### config.mk
export PLATFORM = sky130hd
export DESIGN_NAME = cis_input_select
export DESIGN_NICKNAME = d
export VERILOG_FILES = /design/src/core/cis_pkg.sv /design/src/core/cis_pos_decode.sv /design/src/core/cis_neg_decode.sv /design/src/core/cis_input_select.sv
export SDC_FILE = /design/constraint.sdc
export NUM_CORES = 1
export LEC_CHECK = 0
export ABC_AREA = 0
export ABC_CLOCK_PERIOD_IN_PS = 3650
export BUFFER_PORTS_ARGS = -buffer_cell sky130_fd_sc_hd__clkbuf_2
export CORE_ASPECT_RATIO = 0.6
export CORE_MARGIN = 2
export CORE_UTILIZATION = 45
export CTS_CLUSTER_SIZE = 14
export DETAILED_ROUTE_END_ITERATION = 10
export GPL_TIMING_DRIVEN = 0
export PLACE_DENSITY = 0.76
export SLEW_MARGIN = 5
export SYNTH_ARGS = -nofsm -noshare
export SYNTH_HDL_FRONTEND = slang
export SYNTH_HIERARCHICAL = 1
export SYNTH_SLANG_ARGS = --single-unit
### constraint.sdc
create_clock -name CLOCK -period 3.65 [get_ports CLOCK]
set_input_delay 1.095 -clock CLOCK [delete_from_list [all_inputs] [get_ports CLOCK]]
set_output_delay 1.095 -clock CLOCK [all_outputs]
set_load 0.01 [all_outputs]
### src/core/cis_pkg.sv
// Constants shared by the comparator input selection block.
// Assumes an 8-bit register port with a 3-bit word address.
package cis_pkg;

    // Register port widths
    localparam int ADDR_W = 3;
    localparam int DATA_W = 8;

    // Register offsets (word addresses)
    localparam logic [2:0] OFF_CONVERTER_CONTROL_A = 3'h0;
    localparam logic [2:0] OFF_CONVERTER_CONTROL_B = 3'h1;
    localparam logic [2:0] OFF_CHANNEL_SELECT_REGISTER = 3'h2;
    localparam logic [2:0] OFF_COMPARATOR_CONTROL_STATUS = 3'h3;
    localparam logic [2:0] OFF_SELECT_STATUS = 3'h4;

    // Field positions
    localparam int POS_CONVERTER_ENABLE = 7;
    localparam int POS_COMPARATOR_MUX_ENABLE = 6;
    localparam int POS_REF_DIVIDER_LSB = 4;
    localparam int POS_REF_SOURCE_LSB = 6;
    localparam int POS_CHANNEL_SELECT_LSB = 0;
    localparam int POS_INTERNAL_REF_SELECT = 6;
    localparam int POS_COMPARE_RESULT_FLAG = 5;
    localparam int POS_POS_UNDEFINED = 0;
    localparam int POS_NEG_UNDEFINED = 1;

    // Reset values of the stored fields
    localparam logic RST_CONVERTER_ENABLE = 1'b0;
    localparam logic RST_COMPARATOR_MUX_ENABLE = 1'b0;
    localparam logic [1:0] RST_REF_DIVIDER = 2'h0;
    localparam logic [1:0] RST_REF_SOURCE = 2'h0;
    localparam logic [4:0] RST_CHANNEL_SELECT = 5'h00;
    localparam logic RST_INTERNAL_REF_SELECT = 1'b0;
    localparam logic [7:0] RST_READ_DATA = 8'h00;

    // Channel selection
    localparam int CHAN_W = 5;
    localparam int CHAN_COUNT = 11;
    localparam logic [4:0] CHAN_LAST = 5'h0a;

    // Reference source codes
    localparam logic [1:0] REF_SRC_LOW = 2'h1;
    localparam logic [1:0] REF_SRC_HIGH = 2'h3;

    // Divider codes: full, half, quarter, eighth scale
    localparam logic [1:0] DIV_FULL = 2'h0;

endpackage

### src/core/cis_pos_decode.sv
// Positive-side input decode of the comparator input selection block.
// Assumes its inputs are the register values about to be stored.
`timescale 1ns/1ps
`default_nettype none

module cis_pos_decode
    import cis_pkg::*;
(
    // Control fields
    input wire logic mux_enable,
    input wire logic conv_enable,
    input wire logic [CHAN_W-1:0] chan,
    // Decoded selection
    output logic use_mux,
    output logic [CHAN_COUNT-1:0] chan_onehot,
    output logic undefined
);

    // The converter mux may only feed the comparator while the converter is off
    assign use_mux = mux_enable & ~conv_enable;

    // Codes above the last channel have no meaning; flag them
    assign undefined = use_mux & (chan > CHAN_LAST);

    // One switch per analog channel; code 3 is the pin shared with the current source
    genvar g;
    generate
        for (g = 0; g < CHAN_COUNT; g = g + 1) begin : g_chan
            assign chan_onehot[g] = use_mux & (chan == CHAN_W'(g));
        end
    endgenerate

endmodule

`default_nettype wire

### src/core/cis_neg_decode.sv
// Negative-side input decode of the comparator input selection block.
// Assumes its inputs are the register values about to be stored.
`timescale 1ns/1ps
`default_nettype none

module cis_neg_decode
    import cis_pkg::*;
(
    // Control fields
    input wire logic iref,
    input wire logic [1:0] ref_src,
    input wire logic [1:0] ref_div,
    // Decoded selection
    output logic use_ref,
    output logic ref_high,
    output logic [1:0] div_out,
    output logic undefined
);

    // Default is the dedicated negative pin with the divider parked at full scale
    always_comb begin
        use_ref = 1'b0;
        ref_high = 1'b0;
        div_out = DIV_FULL;
        undefined = 1'b0;
        if (iref) begin
            case (ref_src)
                REF_SRC_LOW: begin
                    // Low reference is never divided
                    use_ref = 1'b1;
                end
                REF_SRC_HIGH: begin
                    // High reference scaled by the 2-bit divider
                    use_ref = 1'b1;
                    ref_high = 1'b1;
                    div_out = ref_div;
                end
                default: begin
                    // Undefined source: fall back to the pin and report it
                    undefined = 1'b1;
                end
            endcase
        end
    end

endmodule

`default_nettype wire

### src/core/cis_input_select.sv
// Top of the comparator input selection block: registers, decode, result.
// Assumes a simple synchronous register port driven on CLOCK, and an
// analog comparator whose raw output arrives on an unsynchronised pin.
`timescale 1ns/1ps
`default_nettype none

// How it works
// - Mux feeds positive input when enabled, converter off
// - Otherwise positive pin feeds positive input
// - Codes 0 to 10 pick channels 0 to 10
// - Reference select clear: negative pin, fields ignored
// - Source 01: undivided low reference
// - Source 11: divider picks high reference scale
// - High negative reference comes from 2-bit divider
// - Result flag set while positive exceeds negative
module cis_input_select
    import cis_pkg::*;
(
    // Clock and reset
    input wire logic CLOCK,
    input wire logic NRST,
    // Register port
    input wire logic [ADDR_W-1:0] ADDR,
    input wire logic [DATA_W-1:0] WDATA,
    input wire logic WR,
    input wire logic RD,
    output logic [DATA_W-1:0] RDATA,
    // Analog comparator raw output
    input wire logic COMPARE_RAW,
    // Positive-side selection
    output logic POS_USE_MUX,
    output logic [CHAN_COUNT-1:0] POS_CHAN_EN,
    output logic POS_UNDEFINED,
    // Negative-side selection
    output logic NEG_USE_REF,
    output logic NEG_REF_HIGH,
    output logic [1:0] NEG_REF_DIV,
    output logic NEG_UNDEFINED,
    // Synchronised comparator result
    output logic COMPARE_RESULT
);

    // Every flip-flop of the block lives in this one record
    typedef struct packed {
        // Stored control fields
        logic conv_en;
        logic mux_en;
        logic [1:0] ref_div;
        logic [1:0] ref_src;
        logic [CHAN_W-1:0] chan;
        logic iref;
        // Result synchroniser stages
        logic sync_a;
        logic sync_b;
        // Read data, valid only the cycle after a read
        logic [DATA_W-1:0] rdata;
        // Registered copies of the decode
        logic pos_use_mux;
        logic [CHAN_COUNT-1:0] pos_chan_en;
        logic pos_undef;
        logic neg_use_ref;
        logic neg_ref_high;
        logic [1:0] neg_ref_div;
        logic neg_undef;
    } cis_state_t;

    // Reset image; the decode of all-zero fields is all zero as well
    localparam cis_state_t CIS_RESET = '{
        conv_en: RST_CONVERTER_ENABLE,
        mux_en: RST_COMPARATOR_MUX_ENABLE,
        ref_div: RST_REF_DIVIDER,
        ref_src: RST_REF_SOURCE,
        chan: RST_CHANNEL_SELECT,
        iref: RST_INTERNAL_REF_SELECT,
        sync_a: 1'b0,
        sync_b: 1'b0,
        rdata: RST_READ_DATA,
        pos_use_mux: 1'b0,
        pos_chan_en: '0,
        pos_undef: 1'b0,
        neg_use_ref: 1'b0,
        neg_ref_high: 1'b0,
        neg_ref_div: DIV_FULL,
        neg_undef: 1'b0
    };

    // Current and next state
    cis_state_t st_r;
    cis_state_t st_nxt;

    // Control fields after this cycle's write, fed to the decoders
    logic conv_en_nxt;
    logic mux_en_nxt;
    logic [1:0] ref_div_nxt;
    logic [1:0] ref_src_nxt;
    logic [CHAN_W-1:0] chan_nxt;
    logic iref_nxt;

    // Decoder results
    logic pos_use_mux;
    logic [CHAN_COUNT-1:0] pos_chan_en;
    logic pos_undef;
    logic neg_use_ref;
    logic neg_ref_high;
    logic [1:0] neg_ref_div;
    logic neg_undef;

    // Address match, shared by the write and read paths
    function automatic logic reg_hit(input logic [ADDR_W-1:0] a,
                                     input logic [ADDR_W-1:0] off);
        reg_hit = (a == off);
    endfunction

    // Write path: only mapped, writable fields change
    always_comb begin
        conv_en_nxt = st_r.conv_en;
        mux_en_nxt = st_r.mux_en;
        ref_div_nxt = st_r.ref_div;
        ref_src_nxt = st_r.ref_src;
        chan_nxt = st_r.chan;
        iref_nxt = st_r.iref;
        if (WR) begin
            if (reg_hit(ADDR, OFF_CONVERTER_CONTROL_A)) begin
                // Converter on/off steers the positive route
                conv_en_nxt = WDATA[POS_CONVERTER_ENABLE];
            end else if (reg_hit(ADDR, OFF_CONVERTER_CONTROL_B)) begin
                // Mux enable and divider code
                mux_en_nxt = WDATA[POS_COMPARATOR_MUX_ENABLE];
                ref_div_nxt = WDATA[POS_REF_DIVIDER_LSB +: 2];
            end else if (reg_hit(ADDR, OFF_CHANNEL_SELECT_REGISTER)) begin
                // Reference source and channel code share this register
                ref_src_nxt = WDATA[POS_REF_SOURCE_LSB +: 2];
                chan_nxt = WDATA[POS_CHANNEL_SELECT_LSB +: CHAN_W];
            end else if (reg_hit(ADDR, OFF_COMPARATOR_CONTROL_STATUS)) begin
                // Result flag is read-only; only the reference select is stored
                iref_nxt = WDATA[POS_INTERNAL_REF_SELECT];
            end
            // Writes to the status word or unmapped words are dropped
        end
    end

    // Positive-side decode of the values about to be stored
    cis_pos_decode u_pos (
        .mux_enable(mux_en_nxt),
        .conv_enable(conv_en_nxt),
        .chan(chan_nxt),
        .use_mux(pos_use_mux),
        .chan_onehot(pos_chan_en),
        .undefined(pos_undef)
    );

    // Negative-side decode of the values about to be stored
    cis_neg_decode u_neg (
        .iref(iref_nxt),
        .ref_src(ref_src_nxt),
        .ref_div(ref_div_nxt),
        .use_ref(neg_use_ref),
        .ref_high(neg_ref_high),
        .div_out(neg_ref_div),
        .undefined(neg_undef)
    );

    // Next state: fields, synchroniser, read data and registered decode
    always_comb begin
        st_nxt = st_r;

        // Stored control fields
        st_nxt.conv_en = conv_en_nxt;
        st_nxt.mux_en = mux_en_nxt;
        st_nxt.ref_div = ref_div_nxt;
        st_nxt.ref_src = ref_src_nxt;
        st_nxt.chan = chan_nxt;
        st_nxt.iref = iref_nxt;

        // Two-stage synchroniser; first stage feeds only the second
        st_nxt.sync_a = COMPARE_RAW;
        st_nxt.sync_b = st_r.sync_a;

        // Decode is taken from the next field values, so the registered
        // copy matches the stored fields in the same cycle; this keeps the
        // outputs glitch-free without adding a cycle of lag
        st_nxt.pos_use_mux = pos_use_mux;
        st_nxt.pos_chan_en = pos_chan_en;
        // A code above ten drives no channel switch at all
        st_nxt.pos_undef = pos_undef;
        // With the reference select clear the divider fields are ignored
        st_nxt.neg_use_ref = neg_use_ref;
        st_nxt.neg_ref_high = neg_ref_high;
        st_nxt.neg_ref_div = neg_ref_div;
        st_nxt.neg_undef = neg_undef;

        // Read data stand only in the cycle after the read strobe
        st_nxt.rdata = '0;
        if (RD) begin
            if (reg_hit(ADDR, OFF_CONVERTER_CONTROL_A)) begin
                // Converter enable in the top bit
                st_nxt.rdata[POS_CONVERTER_ENABLE] = st_r.conv_en;
            end else if (reg_hit(ADDR, OFF_CONVERTER_CONTROL_B)) begin
                // Mux enable and divider code
                st_nxt.rdata[POS_COMPARATOR_MUX_ENABLE] = st_r.mux_en;
                st_nxt.rdata[POS_REF_DIVIDER_LSB +: 2] = st_r.ref_div;
            end else if (reg_hit(ADDR, OFF_CHANNEL_SELECT_REGISTER)) begin
                // Reference source and channel code
                st_nxt.rdata[POS_REF_SOURCE_LSB +: 2] = st_r.ref_src;
                st_nxt.rdata[POS_CHANNEL_SELECT_LSB +: CHAN_W] = st_r.chan;
            end else if (reg_hit(ADDR, OFF_COMPARATOR_CONTROL_STATUS)) begin
                // Reference select and the synchronised result
                st_nxt.rdata[POS_INTERNAL_REF_SELECT] = st_r.iref;
                st_nxt.rdata[POS_COMPARE_RESULT_FLAG] = st_r.sync_b;
            end else if (reg_hit(ADDR, OFF_SELECT_STATUS)) begin
                // Undefined selections, so software can spot a bad setup
                st_nxt.rdata[POS_POS_UNDEFINED] = st_r.pos_undef;
                st_nxt.rdata[POS_NEG_UNDEFINED] = st_r.neg_undef;
            end
            // Unmapped words read as zero
        end
    end

    // State register with synchronous reset to the constant image
    always_ff @(posedge CLOCK) begin
        if (!NRST) begin
            st_r <= CIS_RESET;
        end else begin
            st_r <= st_nxt;
        end
    end

    // Outputs come straight from the state record
    assign RDATA = st_r.rdata;
    assign POS_USE_MUX = st_r.pos_use_mux;
    assign POS_CHAN_EN = st_r.pos_chan_en;
    assign POS_UNDEFINED = st_r.pos_undef;
    assign NEG_USE_REF = st_r.neg_use_ref;
    assign NEG_REF_HIGH = st_r.neg_ref_high;
    assign NEG_REF_DIV = st_r.neg_ref_div;
    assign NEG_UNDEFINED = st_r.neg_undef;
    // Result lags the raw comparator by one to two clocks
    assign COMPARE_RESULT = st_r.sync_b;

endmodule

`default_nettype wire

# Word-level counts from Yosys, hierarchy flattened
# Index checks and enable logic that the tools add are counted.
[totals] reg_bits=40 inputBits=16 output_inout_bits=27
[op_classes] n_lt_le_gt_ge=1 n_eq_ne=16 muxes=35 bitwise_logic=17 reduce_logical=9
[op_table] cell="$mux 2" n=11
[op_table] cell="$eq 5x3->1 const B" n=4
[op_table] cell="$mux 5" n=4
[op_table] cell="$mux 1" n=18
[op_table] cell="$eq 5x4->1 const B" n=3
[op_table] cell="$and 1x1->1" n=13
[op_table] cell="$eq 5x2->1 const B" n=2
[op_table] cell="$eq 3x2->1 const B" n=2
[op_table] cell="$mux 3" n=2
[op_table] cell="$eq 5x1->1 const B" n=1
[op_table] cell="$gt 5x4->1 const B" n=1
[op_table] cell="$logic_not 5->1" n=1
[op_table] cell="$reduce_or 5->1" n=1
[op_table] cell="$not 1->1" n=4
[op_table] cell="$reduce_and 2->1" n=2
[op_table] cell="$reduce_or 4->1" n=1
[op_table] cell="$eq 3x1->1 const B" n=1
[op_table] cell="$eq 3x3->1 const B" n=1
[op_table] cell="$logic_not 3->1" n=1
[op_table] cell="$reduce_and 3->1" n=1
[op_table] cell="$reduce_or 3->1" n=1
[op_table] cell="$eq 2x1->1 const B" n=1
[op_table] cell="$eq 2x2->1 const B" n=1
[op_table] cell="$reduce_or 2->1" n=1

# Logic depth before layout (Yosys ltp)
# Gate-level depths: netlist of run 1.
[depth] word_depth=8 mapped_depth=8 mapped_depth_nobuf=5

# By module
# Netlist of run 1, hierarchy kept.
[by_module_without_submodules] mod="cis_input_select" instances=1 cells_per_inst=163 area_per_inst_um2=1667.8 seq_area_each_um2=800.8
[by_module_without_submodules] mod="cis_pos_decode" instances=1 cells_per_inst=23 area_per_inst_um2=136.4 seq_area_each_um2=0.0
[by_module_without_submodules] mod="cis_neg_decode" instances=1 cells_per_inst=5 area_per_inst_um2=41.3 seq_area_each_um2=0.0

# Least setup slack after synthesis of run 1
# Ideal clock, no wire load.
[synth_timing] kind="input to register" start="in ADDR[2]" end="reg st_r (netlist bit POS_CHAN_EN[0])" setup_time_ns=0.059 t_arrival_ns=2.875 required_time_ns=3.591 slack_ns=0.716 path_stages=7 n_path_buf=2 path_cell_list="buf_2 nor4b_2 mux2_2 or4b_1 buf_2 nor4_1 and2_1"
[synth_via] word_cells_on_any_way=16 classes_between="2 x eq/ne; 9 x mux; 3 x bitwise; 2 x reduce/logical"
[synth_lines] element="from (decl)" line_no="cis_input_select.sv:23" rtl="input wire logic [ADDR_W-1:0] ADDR,"
[synth_lines] element="$logic_not 3->1" line_no="cis_input_select.sv:111" rtl="reg_hit = (a == off);"
[synth_lines] element="$mux 1" line_no="cis_input_select.sv:123" rtl="if (reg_hit(ADDR, OFF_CONVERTER_CONTROL_A)) begin"
[synth_lines] element="$mux 1" line_no="cis_input_select.sv:122" rtl="if (WR) begin"
[synth_lines] element="named net conv_en_nxt" line_no="cis_input_select.sv:92" rtl="logic conv_en_nxt;"
[synth_lines] element="$not 1->1" line_no="cis_pos_decode.sv:20" rtl="assign use_mux = mux_enable & ~conv_enable;"
[synth_lines] element="$and 1x1->1" line_no="cis_pos_decode.sv:20"
[synth_lines] element="$and 1x1->1" line_no="cis_pos_decode.sv:29" rtl="assign chan_onehot[g] = use_mux & (chan == CHAN_W'(g));"
[synth_lines] element="named net pos_chan_en[0]" line_no="cis_input_select.sv:101" rtl="logic [CHAN_COUNT-1:0] pos_chan_en;"
[synth_lines] element="to (signal assigned)" line_no="cis_input_select.sv:224" rtl="st_r <= st_nxt;"
[synth_lines] element="to (decl)" line_no="cis_input_select.sv:88" rtl="cis_state_t st_r;"
# The timed path passes the listed nets, and every way through them passes these cells.
# A chain may end at the register's enable or synchronous reset.

# Worst setup path in the final report of run 1
[layout_timing] start="in ADDR[2]" end="reg st_r (netlist bit POS_CHAN_EN[10])"
# Same word-level chain as after synthesis.

==> flow_metrics.py, run 1 <==
metrics = {
    "die": {
        "pin_count": 43,
        "start_util_pct": 48.5,
        "die_x_um": 86.7,
        "die_h_um": 53.6,
        "die-area_sq_um": 4650,
        "coreArea_sq_um": 3810,
        "num_rows": 17,
    },
    "final_layout": {
        "layout_commonest_cell": "clkbuf_2",
        "nets": 256,
        "layout_common_cells": "clkbuf_2 (42), dfxtp_1 (40), buf_4 (21)",
        "diodes": 0,
        "stdcell_area_sq_um": 2220,
        "fillCellCount": 331,
        "area_delta_synth_final_pct": 20.4,
        "final_layout_size_suffix_gt1_share_pct": 37.3,
        "final_cells": 288,
    },
    "clocking": {
        "cts_tree": "done",
        "htree_levels": 2,
        "cts_buffers": 5,
        "post_cts_buffers": 0,
        "clock_sinks": 40,
        "hold_buffers": 0,
        "clock-root-buffer": "clkbuf_8",
        "clock_latency_ns": 0.29,
        "cts_resized": 0,
        "cts.path.max_buffers": 2,
        "clk_pin_slew_ns": 0.08,
    },
    "logic_synthesis": {
        "synth_ff_type": "dfxtp_1",
        "syn-cell-area_sq_um": 1850,
        "synth_nets": 207,
        "seq_area_frac_synth_pct": 43.4,
        "ys.warnings.count": 6,
        "synth-seq-cells": 40,
        "synth.largest_area_cell": "dfxtp_1",
        "syn_avg_cell_area_sq_um": 9.66,
        "syn_inst": 191,
        "synth_top_cell_area_share_pct": 43.4,
        "synth.area.top_cells": "dfxtp_1 (43%), buf_4 (8.5%), mux2i_1 (7.6%)",
        "synth.distinct_cells": 30,
        "synth_edf_count": 0,
        "synthArstFlopShare_pct": 0,
    },
    "timing": {
        "fmax_ghz": 0.331,
        "min_period_ns": 3.02,
        "final.setup_skew_ns": 0.00724,
        "hold_viol": 0,
        "setup_viol_count_final": 0,
        "period_share_pct": 82.7,
        "fin_hold_ws_ns": 0.437,
        "tns_ns": 0,
        "worst_pin_slew_ns": 0.495,
        "rsz0062_at_grt": "false",
        "max_slew_margin_pct": 67.0,
        "finalMaxSlewViolations": 0,
    },
    "place": {
        "place_congestion": 0.821,
        "dp.cells": 280,
        "numPortBuffers": 42,
        "dp_hpwl_um": 2740,
        "dpl_cell_area_sq_um": 2110,
    },
    "worst_setup_path": {
        "critPathArrivalTime_ns": 3.26,
        "ff2ff_path_depth": 5,
        "crit_top_cell": "buf_2",
        "r2r-end": "POS_CHAN_EN[10]",
        "crit_path_max_incr_delay_ns": 0.54,
        "crit_family": "simple AND/OR/NAND/NOR gates",
        "crit_path_end_kind": "flip-flop",
        "startpoint_type": "primary input",
        "crit_required_ns": 3.89,
        "path_cells": "clkbuf_2 -> buf_2 -> nor4b_2 -> mux2_2 -> or4b_1 -> buf_2 -> nor3_1 -> and2_1",
        "crit_type": "primary input to flip-flop",
        "crit_fanout": 10,
        "r2r_setup_slack_ns": 1.93,
        "cp_slowest_cell": "or4b_1",
        "startpoint": "ADDR[2]",
        "reg2reg_from": "st_r[33]",
        "crit_buf_inv": 3,
    },
    "global_route": {
        "antenna_found_initial": 0,
        "grtUsageTotal_pct": 17.4,
        "grt.overflow.total": 0,
        "grt_pass1_vias": 1221,
        "grt_max_degree": 13,
        "grt_pass1_wl_um": 6000,
    },
    "power": {
        "power_leakage_uw": 0.000989,
        "pwr_density_cell_nw_per_um2": 389,
        "peakVddDrop_mv": 0.209,
    },
    "worst_hold_path": {
        "hold_start": "st_nxt[26]",
        "whs_path_depth": 1,
        "whs_endpoint": "COMPARE_RESULT",
        "hold_path_class": "flip-flop to flip-flop",
    },
    "routing": {
        "dr.pass1.iters": 4,
        "avgViaCountPerCell": 4.83,
        "vias": 1392,
        "routed_wl_um": 3690,
        "drc_errors": 0,
        "avgRoutedWirePerCell_um": 12.8,
        "ant_nets": 0,
        "drt_first_iter_violations": 82,
    },
    "status": {
        "status": "complete, no violations",
    },
    "flow_run": {
        "maxCapViolations": 0,
    },
}
==> report_power, final <==
| part | switching, uW | internal (uW) |
|---|---|---|
| Sequential | 3.32 | 441 |
| Combinational | 35.7 | 27.5 |
| Clock | 153 | 203 |
| Total | 192 | 672 |
==> routing by layer <==
| metal | GRT usage, % | vias up | part of all wire, % | wire (um) |
|---|---|---|---|---|
| met5 | 0 | - | 0 | 0 |
| met3 | 5.06 | 4 | 6.5 | 241 |
| met1 | 27.7 | 608 | 57 | 2100 |
| met2 | 22.1 | 50 | 36 | 1330 |
| li1 | - | 730 | - | - |
| met4 | 4.69 | 0 | 0.46 | 17 |
==> state kept, by name (all words and copies together), names as in the netlist, 2 cells and up <==
| name | flops |
|---|---|
| NEG_REF_DIV | 2 |
| POS_CHAN_EN | 11 |
| RDATA | 8 |
| st_r | 12 |
==> final cells by class <==
cell class	instances	area (sq um)	share of cell area (%)
multi-input cells	115	816	36.7
well taps	47	58.8	2.65
plain buffers	33	218	9.80
inverters	3	11.3	0.507
clock inverters	2	35.0	1.58
flip-flops and latches	40	801	36.0
clock buffers	6	72.6	3.27
repair buffers	42	210	9.46
==> metrics by stage <==
stage                     setup WS [ns]  utilization (%)  total power, uW
after global routing              0.473             58.4              899
after floorplan                   0.716                -              493
after global placement            0.361             55.5              515
after CTS                         0.647             58.4              869
after detailed placement          0.346             55.5              517
final                             0.630             58.4              864
==> synth_stat cells (2+ instances only) <==
library cell,instances
a211oi_1,2
a21oi_1,4
and2_1,20
and4_1,2
buf_2,6
buf_4,21
clkbuf_1,5
dfxtp_1,40
inv_1,3
mux2_1,3
mux2_2,9
mux2i_1,14
nand2_1,20
nand2b_1,3
nand3b_1,9
nor2_1,3
nor3_1,8
nor3b_1,2
nor4_1,5
nor4bb_1,2
==> cells by family after synthesis <==
logic type | after synthesis | share of synthesized area (%)
AND/OR/NAND/NOR | 83 | 27.4
flip-flops | 40 | 43.4
AO/OA/AOI/OAI | 6 | 1.90
buffers and inverters | 36 | 12.4
multiplexers | 26 | 14.9
==> how the worst max path moves through the flow <==
stage / to / slack, ns / cells after the start
after floorplan: POS_CHAN_EN[0] / 0.72 / 7
after global placement: POS_CHAN_EN[10] / 0.36 / 8
after detailed placement: POS_CHAN_EN[10] / 0.35 / 8
after CTS: POS_CHAN_EN[10] / 0.65 / 8
after global routing: POS_CHAN_EN[10] / 0.47 / 8
final: POS_CHAN_EN[10] / 0.63 / 8
No activity file was read; power rests on OpenSTA's default activity.
==> run 2: changes to the inputs <==
--- a/config.mk
+++ b/config.mk
@@ -6,7 +6,7 @@
 export NUM_CORES = 1
 export LEC_CHECK = 0
 export ABC_AREA = 0
-export ABC_CLOCK_PERIOD_IN_PS = 3650
+export ABC_CLOCK_PERIOD_IN_PS = 2400
 export BUFFER_PORTS_ARGS = -buffer_cell sky130_fd_sc_hd__clkbuf_2
 export CORE_ASPECT_RATIO = 0.6
 export CORE_MARGIN = 2
@@ -14,7 +14,7 @@
 export CTS_CLUSTER_SIZE = 14
 export DETAILED_ROUTE_END_ITERATION = 10
 export GPL_TIMING_DRIVEN = 0
-export PLACE_DENSITY = 0.76
+export PLACE_DENSITY = 0.78
 export SLEW_MARGIN = 5
 export SYNTH_ARGS = -nofsm -noshare
 export SYNTH_HDL_FRONTEND = slang
==> constraint.sdc (replaced) <==
create_clock -name CLOCK -period 2.4 [get_ports CLOCK]
set_input_delay 0.72 -clock CLOCK [delete_from_list [all_inputs] [get_ports CLOCK]]
set_output_delay 0.72 -clock CLOCK [all_outputs]
set_load 0.01 [all_outputs]
==> run 2 against run 1 <==
Largest power group unchanged; clock skew is 0.0021 ns higher; worst hold slack hardly changed; register-to-register slack worse by 1.2 ns; sequential power is 52% higher; global-route usage is 1.1 points lower; cell count is 1.4% higher; sequential cell count stayed put; die area stayed put; first-iteration DRC count is 41% lower.
==> flow_metrics.py, run 2 (synthesized netlist as in run 1, its figures left out) <==
metrics = {
    "power": {
        "switching_share_pct": 23.2,
        "pwr-share-clk_pct": 37.0,
        "peakVddDrop_mv": 0.325,
        "seqPwrFrac_pct": 54.2,
        "p_sw_uw": 289,
        "pwr-share-comb_pct": 8.8,
        "power_leakage_uw": 0.00103,
        "pwr_density_cell_nw_per_um2": 535,
        "internal_power_uw": 956,
    },
    "place": {
        "dp_hpwl_um": 2610,
        "place_congestion": 0.788,
        "place_ws_ns": -0.408,
        "numPortBuffers": 42,
    },
    "worst_hold_path": {
        "hold_start": "st_nxt[26]",
        "whs_endpoint": "COMPARE_RESULT",
        "whs_path_depth": 1,
        "hold_path_class": "flip-flop to flip-flop",
    },
    "global_route": {
        "grt_pass1_wl_um": 5530,
        "grt_max_degree": 13,
        "grt_pass1_vias": 1259,
        "grtUsageTotal_pct": 16.3,
        "antenna_found_initial": 0,
        "grt.overflow.total": 0,
    },
    "timing": {
        "final.setup_skew_ns": 0.00937,
        "tns_ns": 0,
        "fin_ws_ns": 0.0714,
        "worst_pin_slew_ns": 0.477,
        "max_slew_margin_pct": 68.2,
        "setup_viol_count_final": 0,
        "min_period_ns": 2.33,
        "hold_viol": 0,
        "period_share_pct": 97.0,
        "finalMaxSlewViolations": 0,
        "rsz0062_at_grt": "true",
        "fin_hold_ws_ns": 0.436,
        "fmax_ghz": 0.429,
    },
    "final_layout": {
        "area_delta_synth_final_pct": 26.1,
        "largest_reg_flops": 12,
        "fillCellCount": 334,
        "top_register": "st_r",
        "final_layout_size_suffix_gt1_share_pct": 40.8,
        "post-route-util_pct": 61.1,
        "nets": 260,
        "multi_input_area_sq_um": 881,
        "layout_common_cells": "clkbuf_2 (41), dfxtp_1 (40), buf_4 (29)",
        "layout_commonest_cell": "clkbuf_2",
        "diodes": 0,
        "seq_area_sq_um": 801,
    },
    "worst_setup_path": {
        "ff2ff_path_depth": 5,
        "startpoint_type": "primary input",
        "r2r-end": "POS_CHAN_EN[0]",
        "crit_required_ns": 2.64,
        "crit_path_end_kind": "flip-flop",
        "r2r_setup_slack_ns": 0.76,
        "crit_type": "primary input to flip-flop",
        "crit_fanout": 10,
        "critPathArrivalTime_ns": 2.57,
        "reg2reg_from": "st_r[33]",
    },
    "routing": {
        "drt_first_iter_violations": 48,
        "dr.pass1.iters": 4,
        "avgRoutedWirePerCell_um": 11.7,
        "vias": 1443,
        "drc_errors": 0,
        "routed_wl_um": 3410,
        "ant_nets": 0,
        "avgViaCountPerCell": 4.94,
    },
    "flow_run": {
        "maxCapViolations": 0,
    },
    "clocking": {
        "clock_sinks": 40,
        "cts_buffers": 5,
        "cts_tree": "done",
        "htree_levels": 2,
        "cts.path.max_buffers": 2,
        "clk_pin_slew_ns": 0.07,
        "clock_latency_ns": 0.30,
        "clock-root-buffer": "clkbuf_8",
    },
    "die": {
        "coreArea_sq_um": 3810,
        "pin_count": 43,
        "start_util_pct": 48.5,
        "die_x_um": 86.7,
        "num_rows": 17,
        "die_h_um": 53.6,
        "die-area_sq_um": 4650,
    },
    "status": {
        "status": "complete, no violations",
    },
}
## run 2: cell count changes in the layout (fill, tap and decap cells not counted), sizes merged
cell / delta
clkinv: -1
bufinv: -1
clkinvlp: +1
clkbuf: -1
buf: +6
## run 2: layout make-up
type / count / area share, %
Clock inverter: 1 / 0.323
Sequential cell: 40 / 34.4
Tap cell: 47 / 2.53
Buffer: 32 / 9.78
Clock buffer: 7 / 3.71
Timing Repair Buffer: 47 / 10.9
Multi-Input combinational cell: 115 / 37.8
Inverter: 3 / 0.484
## run 2: worst max path at each step
stage               startpoint        endpoint  cells after the start
floorplan              ADDR[2]  POS_CHAN_EN[0]                      7
global placement       ADDR[1]  POS_CHAN_EN[0]                      8
detailed placement     ADDR[1]  POS_CHAN_EN[0]                      8
CTS                         WR  POS_CHAN_EN[0]                      8
global route           ADDR[2]  POS_CHAN_EN[0]                      8
finish                 ADDR[2]  POS_CHAN_EN[0]                      8
## run 2: stage by stage
| step | cells | area (sq um) | total power [uW] |
|---|---|---|---|
| finish | 292 | 2330 | 1250 |
| global route | 292 | 2330 | 1300 |
| CTS | 289 | 2250 | 1250 |
| detailed placement | 280 | 2140 | 789 |
| global placement | 280 | 2140 | 787 |
| floorplan | 191 | 1870 | 753 |
## run 2: repair_timing
action	CTS	global route
setup endpoints to repair	3	7
hold buffers	0	0
gates resized for setup	3	12
hold endpoints to repair	0	0
cloned	0	0
pin swaps	0	2
buffers inserted	1	4
## run 2: routing by layer
metal / part of all wire, % / GRT usage (%)
met1: 49 / 20.3
met2: 42 / 25.5
met3: 6.9 / 5.06
met4: 2.1 / 9.38
met5: 0 / 0
## run 2: critical path: stages
cell and delay, ns:
clkbuf_2 0.11, buf_4 0.17, nor4b_4 0.32, mux2_4 0.34, or4b_4 0.49, buf_6 0.15, nor4_4 0.12, and2_1 0.15
## run 2: power by group through the flow
stage | Sequential [uW] | Combinational, uW | Clock, uW
2_1_floorplan | 690 | 63.1 | 0
3_3_place_gp | 691 | 95.9 | 0
3_5_place_dp | 691 | 98.0 | 0
4_1_cts | 675 | 100 | 476
5_1_grt | 676 | 120 | 503
6_report | 676 | 110 | 460
